**src/verilog/seh_defines.svh**
```systemverilog
// constants for the sensor exception handler
// assumes a 20 MHz core clock; counts are derived from times in ns
`ifndef SEH_DEFINES_SVH
`define SEH_DEFINES_SVH

`define SEH_CLK_PERIOD_NS        50
// time after which a held condition counts as long, and re-reset period
`define SEH_CAP_RESET_PERIOD_NS  1000000
`define SEH_CAP_CHECK_PERIOD_NS  1000000
`define SEH_FRAME_TIMEOUT_NS     1000000
// bus switch opening time (longest)
`define SEH_SWITCH_OPEN_TIME_NS  500
`define SEH_SWITCH_OPEN_CYC \
  ((`SEH_SWITCH_OPEN_TIME_NS / `SEH_CLK_PERIOD_NS) < 1 ? 1 : \
   (`SEH_SWITCH_OPEN_TIME_NS / `SEH_CLK_PERIOD_NS))
// least times rounded up to whole cycles
`define SEH_CAP_RESET_CYC \
  ((`SEH_CAP_RESET_PERIOD_NS + `SEH_CLK_PERIOD_NS - 1) / `SEH_CLK_PERIOD_NS)
`define SEH_CAP_CHECK_CYC \
  ((`SEH_CAP_CHECK_PERIOD_NS + `SEH_CLK_PERIOD_NS - 1) / `SEH_CLK_PERIOD_NS)
`define SEH_FRAME_TO_CYC \
  ((`SEH_FRAME_TIMEOUT_NS + `SEH_CLK_PERIOD_NS - 1) / `SEH_CLK_PERIOD_NS)
// length of the internal reset pulse issued at each re-reset
`define SEH_RST_PULSE_CYC        4
// register offsets
`define SEH_ADDR_STATUS          4'h0
`define SEH_ADDR_MASK            4'h1
`define SEH_ADDR_FLAGS           4'h2
`define SEH_ADDR_COND            4'h3
// interrupt event bit positions
`define SEH_EV_RESET             0
`define SEH_EV_FAULT             1
`define SEH_EV_CAPLOW            2
`define SEH_EV_LOCKOUT           3
`define SEH_MASK_RESET_VAL       4'h0

`endif

```
**src/verilog/seh_pkg.sv**
```systemverilog
// types for the sensor exception handler
// assumes seh_defines.svh supplies the numeric constants
package seh_pkg;
  // response substitution per acceleration read length
  typedef enum logic [1:0] {SEH_RESP_NORMAL, SEH_RESP_ZERO,
                            SEH_RESP_SELFTEST} seh_resp_t;
  // raw condition inputs, synchronised inside the block before use
  typedef struct packed {
    logic core_uv;
    logic analog_uv;
    logic cap_low;
    logic cap_check_fail;
    logic bus_low;
    logic crc_factory;
    logic crc_user;
    logic temp_bad;
  } seh_cond_t;
  // decoded commands from the command decoder
  typedef struct packed {
    logic       st_enable;
    logic       st_disable;
    logic       clear;
    logic       other;
    logic [3:0] addr;
  } seh_cmd_t;
  // flags reported in responses
  typedef struct packed {
    logic fault_flag;
    logic diag_active_flag;
    logic hold_cap_low_flag;
  } seh_flags_t;
endpackage : seh_pkg

```
**src/verilog/seh_exception_handler.sv**
```systemverilog
// sensor exception handler: reset-class and flag-class conditions
// assumes condition pins asynchronous, command strobes on clk
`timescale 1ns/1ps
`include "seh_defines.svh"
module seh_exception_handler #(
  parameter int unsigned CAP_RESET_CYC = `SEH_CAP_RESET_CYC,
  parameter int unsigned CAP_CHECK_CYC = `SEH_CAP_CHECK_CYC,
  parameter int unsigned FRAME_TO_CYC  = `SEH_FRAME_TO_CYC
) (
  // clock and reset
  input  wire logic               clk,
  input  wire logic               arst_n,
  // condition pins (asynchronous)
  input  wire seh_pkg::seh_cond_t cond_pins,
  input  wire logic               factory_seal,
  input  wire logic               user_seal,
  // decoded commands
  input  wire logic               cmd_valid,
  input  wire seh_pkg::seh_cmd_t  cmd,
  input  wire logic [3:0]         dev_addr,
  // device control
  output logic                    dev_reset,
  output logic                    need_reinit,
  output logic                    dsi_answer_en,
  output logic                    bus_switch_close,
  output logic                    selftest_drive,
  output seh_pkg::seh_flags_t     flags,
  output seh_pkg::seh_resp_t      short_resp,
  output seh_pkg::seh_resp_t      long_resp,
  // register port
  input  wire logic [3:0]         reg_addr,
  input  wire logic [7:0]         reg_wdata,
  input  wire logic               reg_wr,
  input  wire logic               reg_rd,
  output logic [7:0]              reg_rdata,
  output logic                    irq
);
  import seh_pkg::*;

  seh_cond_t  meta_ff;
  seh_cond_t  sync_ff;
  logic [1:0] seal_meta_ff;
  logic [1:0] seal_sync_ff;
  logic       st_on_ff;
  logic       lockout_ff;
  logic       last_dis_ff;
  logic       reinit_ff;
  logic [7:0] pulse_ff;
  logic [3:0] status_ff;
  logic [3:0] mask_ff;
  logic [3:0] nxt_events;
  seh_flags_t prev_flags_ff;
  logic       prev_lock_ff;
  logic       cap_long;
  logic       cap_tick;
  logic       chk_tick;
  logic       bus_long;
  logic       bus_tick;
  logic       supply_uv;
  logic       reset_class;
  logic       crc_fault;
  logic       fault_any;
  logic       st_cmd_ok;
  logic       rereset;

  // two-flop synchronisers for all pin conditions and seal bits
  always_ff @(posedge clk or negedge arst_n)
  begin
    if (!arst_n)
    begin
      meta_ff      <= '0;
      sync_ff      <= '0;
      seal_meta_ff <= 2'h0;
      seal_sync_ff <= 2'h0;
    end
    else
    begin
      meta_ff      <= cond_pins;
      sync_ff      <= meta_ff;
      seal_meta_ff <= {factory_seal, user_seal};
      seal_sync_ff <= seal_meta_ff;
    end
  end

  // period timers for the three repeating reset sources
  seh_period_timer #(.PERIOD(CAP_RESET_CYC)) u_cap_timer (
    .clk     (clk),
    .arst_n  (arst_n),
    .armed   (sync_ff.cap_low),
    .expired (cap_long),
    .tick    (cap_tick)
  );
  seh_period_timer #(.PERIOD(CAP_CHECK_CYC)) u_chk_timer (
    .clk     (clk),
    .arst_n  (arst_n),
    .armed   (sync_ff.cap_check_fail),
    .expired (),
    .tick    (chk_tick)
  );
  seh_period_timer #(.PERIOD(FRAME_TO_CYC)) u_bus_timer (
    .clk     (clk),
    .arst_n  (arst_n),
    .armed   (sync_ff.bus_low),
    .expired (bus_long),
    .tick    (bus_tick)
  );

  // reset-class classification
  assign supply_uv   = sync_ff.core_uv | sync_ff.analog_uv;
  assign reset_class = supply_uv | cap_long
                     | sync_ff.cap_check_fail | bus_long;
  // long cap dip and bus timeout yield to supply undervoltage
  assign rereset = !supply_uv & ((cap_tick & cap_long)
                 | chk_tick
                 | (bus_tick & bus_long));

  // internal reset: held for supply, pulsed at each re-reset period
  always_ff @(posedge clk or negedge arst_n)
  begin
    if (!arst_n)
      pulse_ff <= 8'h0;
    else if (rereset)
      pulse_ff <= 8'(`SEH_RST_PULSE_CYC);
    else if (pulse_ff != 8'h0)
      pulse_ff <= pulse_ff - 8'h1;
  end
  assign dev_reset = supply_uv | (pulse_ff != 8'h0);

  // re-initialisation required after any reset-class event
  always_ff @(posedge clk or negedge arst_n)
  begin
    if (!arst_n)
      reinit_ff <= 1'b1;
    else if (reset_class)
      reinit_ff <= 1'b1;
    else if (cmd_valid && cmd.clear)
      reinit_ff <= 1'b0;
  end
  assign need_reinit = reinit_ff;

  // no answers while any reset-class condition holds
  assign dsi_answer_en = !reset_class && !dev_reset;

  // bus switch opens the same cycle the condition is seen, so the
  // opening time is met without a counter
  assign bus_switch_close = !reset_class && !reinit_ff;

  // self-test command acceptance: own address only, never global
  assign st_cmd_ok = cmd_valid && (cmd.addr == dev_addr)
                   && (cmd.addr != 4'h0);

  // self-test state and lockout
  always_ff @(posedge clk or negedge arst_n)
  begin
    if (!arst_n)
    begin
      st_on_ff    <= 1'b0;
      lockout_ff  <= 1'b0;
      last_dis_ff <= 1'b0;
    end
    else if (reset_class || dev_reset)
    begin
      st_on_ff    <= 1'b0;
      lockout_ff  <= 1'b0;
      last_dis_ff <= 1'b0;
    end
    else if (cmd_valid && cmd.clear)
    begin
      st_on_ff    <= 1'b0;
      lockout_ff  <= 1'b0;
      last_dis_ff <= 1'b0;
    end
    else if (st_cmd_ok && cmd.st_disable)
    begin
      st_on_ff    <= 1'b0;
      last_dis_ff <= 1'b1;
      if (last_dis_ff)
        lockout_ff <= 1'b1;
    end
    else if (st_cmd_ok && cmd.st_enable)
    begin
      st_on_ff    <= !lockout_ff;
      last_dis_ff <= 1'b0;
    end
    else if (cmd_valid)
      last_dis_ff <= 1'b0;
  end
  assign selftest_drive = st_on_ff && !lockout_ff;

  // flag-class faults combine by OR
  assign crc_fault = (sync_ff.crc_factory && seal_sync_ff[1])
                   | (sync_ff.crc_user && seal_sync_ff[0]);
  assign fault_any = crc_fault | sync_ff.temp_bad
                   | selftest_drive;

  // status flags in responses
  always_comb
  begin
    flags = '0;
    if (fault_any)
    begin
      flags.fault_flag       = 1'b1;
      flags.diag_active_flag = selftest_drive;
    end
    else if (sync_ff.cap_low)
    begin
      flags.hold_cap_low_flag = 1'b1;
      flags.diag_active_flag  = selftest_drive;
    end
    // selftest sets diag; a cap dip alone shows caplow and clears fault
    if (selftest_drive)
    begin
      flags.fault_flag       = !sync_ff.cap_low || crc_fault
                             || sync_ff.temp_bad;
      flags.diag_active_flag = 1'b1;
      flags.hold_cap_low_flag = sync_ff.cap_low && !crc_fault
                              && !sync_ff.temp_bad;
    end
  end

  // acceleration response substitution
  always_comb
  begin
    short_resp = SEH_RESP_NORMAL;
    long_resp  = SEH_RESP_NORMAL;
    if (selftest_drive)
    begin
      short_resp = SEH_RESP_SELFTEST;
      long_resp  = SEH_RESP_SELFTEST;
    end
    if (crc_fault || sync_ff.temp_bad)
      short_resp = SEH_RESP_ZERO;
    else if (sync_ff.cap_low && !selftest_drive)
      short_resp = SEH_RESP_ZERO;
  end

  // interrupt events on rising edges of the fault and cap-low flags and of lockout, and on reset activity
  always_ff @(posedge clk or negedge arst_n)
  begin
    if (!arst_n)
    begin
      prev_flags_ff <= '0;
      prev_lock_ff  <= 1'b0;
    end
    else
    begin
      prev_flags_ff <= flags;
      prev_lock_ff  <= lockout_ff;
    end
  end
  always_comb
  begin
    nxt_events = 4'h0;
    nxt_events[`SEH_EV_RESET]   = rereset | (supply_uv & !reinit_ff);
    nxt_events[`SEH_EV_FAULT]   = flags.fault_flag
                                & !prev_flags_ff.fault_flag;
    nxt_events[`SEH_EV_CAPLOW]  = flags.hold_cap_low_flag
                                & !prev_flags_ff.hold_cap_low_flag;
    nxt_events[`SEH_EV_LOCKOUT] = lockout_ff & !prev_lock_ff;
  end

  // sticky status, write one to clear, set wins over clear
  always_ff @(posedge clk or negedge arst_n)
  begin
    if (!arst_n)
      status_ff <= 4'h0;
    else if (reg_wr && reg_addr == `SEH_ADDR_STATUS)
      status_ff <= (status_ff & ~reg_wdata[3:0]) | nxt_events;
    else
      status_ff <= status_ff | nxt_events;
  end

  // mask register
  always_ff @(posedge clk or negedge arst_n)
  begin
    if (!arst_n)
      mask_ff <= `SEH_MASK_RESET_VAL;
    else if (reg_wr && reg_addr == `SEH_ADDR_MASK)
      mask_ff <= reg_wdata[3:0];
  end
  assign irq = |(status_ff & mask_ff);

  // register read, data one cycle after the strobe
  always_ff @(posedge clk or negedge arst_n)
  begin
    if (!arst_n)
      reg_rdata <= 8'h0;
    else if (!reg_rd)
      reg_rdata <= 8'h0;
    else if (reg_addr == `SEH_ADDR_STATUS)
      reg_rdata <= {4'h0, status_ff};
    else if (reg_addr == `SEH_ADDR_MASK)
      reg_rdata <= {4'h0, mask_ff};
    else if (reg_addr == `SEH_ADDR_FLAGS)
      reg_rdata <= {lockout_ff, selftest_drive, need_reinit, dev_reset,
                    1'b0, flags};
    else if (reg_addr == `SEH_ADDR_COND)
      reg_rdata <= sync_ff;
    else
      reg_rdata <= 8'h0;
  end
endmodule : seh_exception_handler

```
**src/verilog/seh_period_timer.sv**
```systemverilog
// period timer: counts while armed, pulses at each full period
// assumes one clock domain, armed input from same-clock logic
`timescale 1ns/1ps
module seh_period_timer #(
  parameter int unsigned PERIOD = 20000
) (
  // clock and reset
  input  wire logic clk,
  input  wire logic arst_n,
  // control
  input  wire logic armed,
  // status
  output logic      expired,
  output logic      tick
);
  logic [31:0] cnt_ff;

  // count up while armed, wrap each period
  always_ff @(posedge clk or negedge arst_n)
  begin
    if (!arst_n)
    begin
      cnt_ff <= 32'h0;
      tick   <= 1'b0;
    end
    else if (!armed)
    begin
      cnt_ff <= 32'h0;
      tick   <= 1'b0;
    end
    else if (cnt_ff == PERIOD - 1)
    begin
      cnt_ff <= 32'h0;
      tick   <= 1'b1;
    end
    else
    begin
      cnt_ff <= cnt_ff + 32'h1;
      tick   <= 1'b0;
    end
  end

  // expired stays high once a period has elapsed while armed
  always_ff @(posedge clk or negedge arst_n)
  begin
    if (!arst_n)
      expired <= 1'b0;
    else if (!armed)
      expired <= 1'b0;
    else if (cnt_ff == PERIOD - 1)
      expired <= 1'b1;
  end
endmodule : seh_period_timer

```
**config.mk**
```make
export PLATFORM = sky130hd
export DESIGN_NAME = seh_exception_handler
export DESIGN_NICKNAME = d
export VERILOG_FILES = /design/src/verilog/seh_pkg.sv /design/src/verilog/seh_exception_handler.sv /design/src/verilog/seh_period_timer.sv
export VERILOG_INCLUDE_DIRS = /design/src /design/src/verilog
export SDC_FILE = /design/constraint.sdc
export NUM_CORES = 1
export LEC_CHECK = 0
export BUFFER_PORTS_ARGS = -buffer_cell sky130_fd_sc_hd__buf_4
export CAP_MARGIN = 20
export CORE_MARGIN = 3
export CORE_UTILIZATION = 23
export CTS_CLUSTER_SIZE = 24
export DETAILED_ROUTE_END_ITERATION = 12
export GPL_TIMING_DRIVEN = 0
export PLACE_DENSITY = 0.39
export SLEW_MARGIN = 10
export SYNTH_ARGS = -nofsm -noshare
export SYNTH_HDL_FRONTEND = slang
export SYNTH_SLANG_ARGS = --single-unit
```
**constraint.sdc**
```tcl
create_clock -name clk -period 5.7 [get_ports clk]
set_input_delay 0.57 -clock clk [delete_from_list [all_inputs] [get_ports clk]]
set_output_delay 0.57 -clock clk [all_outputs]
set_load 0.05 [all_outputs]
```
==> flow_summary_export.csv <==
group,metric,value,unit
outcome,status,"complete, no violations",
die,rows,64,
global_routing,gr-usage-met3,0.0190,
worst_setup_path,worstReg2RegStart,"u_bus_timer.cnt_ff[5]",
worst_setup_path,cp_max_fo,7,
clock_network,hold_buffers,0,
synthesis,syn_inst,741,
layout,fillCellCount,3311,
clock_network,tritoncts,"built",
worst_setup_path,critPathCapture,"dsi_answer_en",
detailed_routing,drtIter0Drc,352,
clock_network,clk_pin_slew,0.08,ns
clock_network,cts_htree_levels,4,
clock_network,clk_latency,0.43,ns
synthesis,async_flop_share,1.00,
die,chipHeight,184,um
sta,finalCritPeriodShare,0.530,
power,swShare,0.255,
detailed_routing,via_per_inst,4.78,
global_routing,grt_pass1_vias,5884,
die,ioPinCount,60,
synthesis,ys.flop_type,"dfrtp_1",
detailed_routing,wl,18.5,mm
sta,max_slew_margin,0.465,
worst_setup_path,worst_path_max_delay_cell,"or3b_2",
global_routing,antenna_found_initial,0,
sta,worst_pin_slew,0.792,ns
clock_network,post_cts_buffers,0,
die,initial_core_util,0.236,
worst_setup_path,crit_chain,"inv_1 > ha_1 > or3b_2 > clkbuf_1 > or2_2 > nor2_1 > buf_4",
synthesis,synth_cell_types,56,
power,comb_power_share,0.058,
worst_setup_path,cp-end-kind,"primary output",
power,clkPwrFrac,0.482,
sta,fmaxAchievable,331,MHz
power,p_int,0.00182,W
clock_network,clock-sinks,152,
power,p_seq_frac,0.459,
die,coreArea,30900,um^2
global_routing,use_met2,0.180,
layout,layout.nets,857,
clock_network,cts_resized,0,
sta,rsz0062_at_grt,"false",
worst_setup_path,critPathTopFamily,"simple AND/OR/NAND/NOR gates",
synthesis,syn_area,7290,um^2
detailed_routing,first_pass_iters,4,
sta,finalCriticalPeriod,3.02,ns
synthesis,synth_warnings,0,
worst_setup_path,max_stage_delay,0.44,ns
power,p_switching,0.000624,W
power,power.leakage,3.52,nW
worst_setup_path,worst-setup-path-type,"reg -> out",
clock_network,cts_buffer_depth,2,
die,die_w,184,um
clock_network,root_buffer,"clkbuf_16",
global_routing,overflow,0,
placed_design,gp_congestion,0.715,
worst_setup_path,reg2reg_slack,3.24,ns
synthesis,synth.avg_cell_area,9.84,um^2
sta,skew,0.0134,ns
detailed_routing,avgRoutedWirePerCell,15.1,um
worst_setup_path,worst_setup_path_start_kind,"flip-flop",
die,fp.dieArea,33900,um^2
worst_hold_path,hold_path_class,"in -> async",
worst_setup_path,cp.arrival,2.45,ns
detailed_routing,drt.antenna.violating_nets,0,
sta,fin_ws,2.68,ns
placed_design,dp_hpwl,12.8,mm
sta,setup_viol,0,
synthesis,syn_nets,784,
run,cap_violations,0,
placed_design,port_buffers,52,
sta,finalMaxSlewViolations,0,
detailed_routing,drc,0,
global_routing,globalRouteMet1Util,0.158,
global_routing,grt.busiest_layer,"met2",
worst_setup_path,path_buf_inv,3,
detailed_routing,num_vias,5841,
sta,hold_violations,0,
layout,final_layout_size_suffix_gt1_frac,0.123,
power,peakVddDrop,0.000206,V
sta,setup-tns-final,0,ns
power,powerDensity,277,nW/um^2
global_routing,grt_pass1_wl,31.4,mm
global_routing,grt_usage,0.114,
worst_setup_path,worstSetupPathDepth,7,
worst_setup_path,reg2reg_depth,6,
worst_setup_path,reg2reg_to,"u_bus_timer.cnt_ff[17]",
global_routing,grt_max_degree,85,
placed_design,dp_worst_setup_slack,3.11,ns
synthesis,synth_edf_count,0,
synthesis,yosys_register_bits,152,
clock_network,cts_buffers,17,
layout,synthToLayoutAreaGrowth,21.0,%
synthesis,yosysSeqAreaShare,0.522,
worst_setup_path,startpoint,"pulse_ff[0]",
layout,antenna_cells,0,
worst_setup_path,crit_required,5.13,ns
-- sequential cells by signal, indices dropped and copies added, names as in the netlist --
register             cells
u_bus_timer.cnt_ff      32
u_cap_timer.cnt_ff      32
u_chk_timer.cnt_ff      32
meta_ff                  8
pulse_ff                 8
reg_rdata                8
sync_ff                  8
mask_ff                  4
status_ff                4
prev_flags_ff            2
seal_meta_ff             2
seal_sync_ff             2
last_dis_ff              1
lockout_ff               1
need_reinit              1
prev_lock_ff             1
st_on_ff                 1
u_bus_timer.expired      1
u_bus_timer.tick         1
u_cap_timer.expired      1
u_cap_timer.tick         1
u_chk_timer.tick         1
-- final cells by class --
| cell class | instances | area, um^2 | share of cell area |
|---|---|---|---|
| plain buffers | 35 | 145 | 0.0165 |
| repair buffers | 54 | 430 | 0.0488 |
| well taps | 396 | 495 | 0.0562 |
| clock inverters | 15 | 178 | 0.0201 |
| inverters | 25 | 93.8 | 0.0106 |
| flip-flops and latches | 152 | 3800 | 0.431 |
| clock buffers | 17 | 425 | 0.0482 |
| multi-input cells | 529 | 3250 | 0.368 |
-- power groups by stage --
stage / Combinational (W) / Sequential (W) / Clock (W)
after global placement: 0.000143 / 0.00114 / 0
after detailed placement: 0.000147 / 0.00114 / 0
final: 0.000142 / 0.00112 / 0.00118
after CTS: 0.000147 / 0.00112 / 0.00122
after floorplan: 0.0000694 / 0.00114 / 0
after global routing: 0.000160 / 0.00113 / 0.00127
-- logic make-up (layout without fill, tap and decap cells) --
logic type	Yosys count	after routing	share of synthesized area
simple gates	332	332	0.250
flops	152	152	0.522
compound gates	137	137	0.118
buf+inv	60	146	0.0328
xor+xnor	44	44	0.0528
mux	11	11	0.0173
fa+ha+maj	4	4	0.00686
other cells	1	1	0.000514
-- worst min path at each step --
stage                           end  slack [ns]       start
CTS                 seal_sync_ff[0]        0.12      arst_n
global placement         sync_ff[0]        0.33  meta_ff[0]
global route        seal_sync_ff[0]        0.14      arst_n
finish              seal_sync_ff[0]         0.1      arst_n
detailed placement       sync_ff[5]        0.34  meta_ff[5]
floorplan               last_dis_ff        0.27      arst_n
-- cells in the final DEF (no fill, tap or decap), types with 3 or more instances in the layout --
cell and instances:
a211oi_1 3, nor2b_1 5, and4_1 13, nand3_1 35, inv_6 6, a22o_1 3, nor4_1 27, o21ai_0 20
nand2b_1 3, ha_1 4, and2_1 6, inv_8 4, clkbuf_1 27, mux2i_1 7, mux2_2 3, xor2_1 17
nor4b_1 4, nor3_1 16, buf_4 53, dfrtp_1 151, clkbuf_16 17, or3_1 17, inv_1 25, nand4_1 27
buf_2 5, nor2_1 69, and3_1 13, xnor2_1 27, a21oi_1 54, o31ai_1 35, or4_1 39, nand2_1 51
-- worst reg2reg max path, cell delays in order (launching register included) --
cell and delay (ns):
dfrtp_1 0.36, clkbuf_1 0.17, nor4b_1 0.33, nand4_1 0.16, o41ai_1 0.77, clkbuf_1 0.45
a21oi_1 0.09
-- synth_stat cells, types with 2 or more instances --
cell type | count | area (um^2)
o21a_1 | 2 | 15.0
ha_1 | 4 | 50.1
and3_1 | 13 | 81.3
a22oi_1 | 2 | 15.0
nand2b_1 | 3 | 18.8
dfrtp_1 | 151 | 3780
nor2b_1 | 5 | 31.3
o21ai_0 | 20 | 100
xor2_1 | 17 | 149
or3_1 | 17 | 106
and2_1 | 6 | 37.5
nor3_1 | 16 | 80.1
inv_1 | 25 | 93.8
a31oi_1 | 2 | 12.5
xnor2_1 | 27 | 236
a22o_1 | 3 | 26.3
nor4b_1 | 4 | 35.0
o41ai_1 | 2 | 17.5
nor4_1 | 27 | 169
and4_1 | 13 | 114
buf_2 | 4 | 20.0
a211oi_1 | 3 | 22.5
o211ai_1 | 2 | 15.0
nand3_1 | 35 | 175
o31a_1 | 2 | 17.5
buf_4 | 2 | 15.0
or4_1 | 39 | 293
clkbuf_1 | 27 | 101
a21oi_1 | 54 | 270
nor2_1 | 69 | 259
mux2i_1 | 7 | 70.1
mux2_2 | 3 | 33.8
o31ai_1 | 35 | 263
nand4_1 | 27 | 169
a221oi_1 | 2 | 17.5
nand2_1 | 51 | 191
-- stage by stage --
step                instances  total power (W)  hold WS [ns]  instance area, um^2  utilization
finish                   1223          0.00244        0.0998                 8820        0.285
detailed placement       1191          0.00129         0.336                 8220        0.266
global route             1223          0.00256         0.135                 8820        0.285
floorplan                 741          0.00121         0.274                 7290            -
global placement         1189          0.00129         0.333                 8180        0.265
CTS                      1223          0.00249         0.119                 8820        0.285
-- layer usage --
layer	wire length [um]	vias to the layer above	part of all wire
li1	-	2896	-
met1	9270	2849	0.50
met2	8370	72	0.45
met3	488	24	0.026
met4	330	0	0.018
met5	0	-	0
Power figures use the tool's default switching activity.
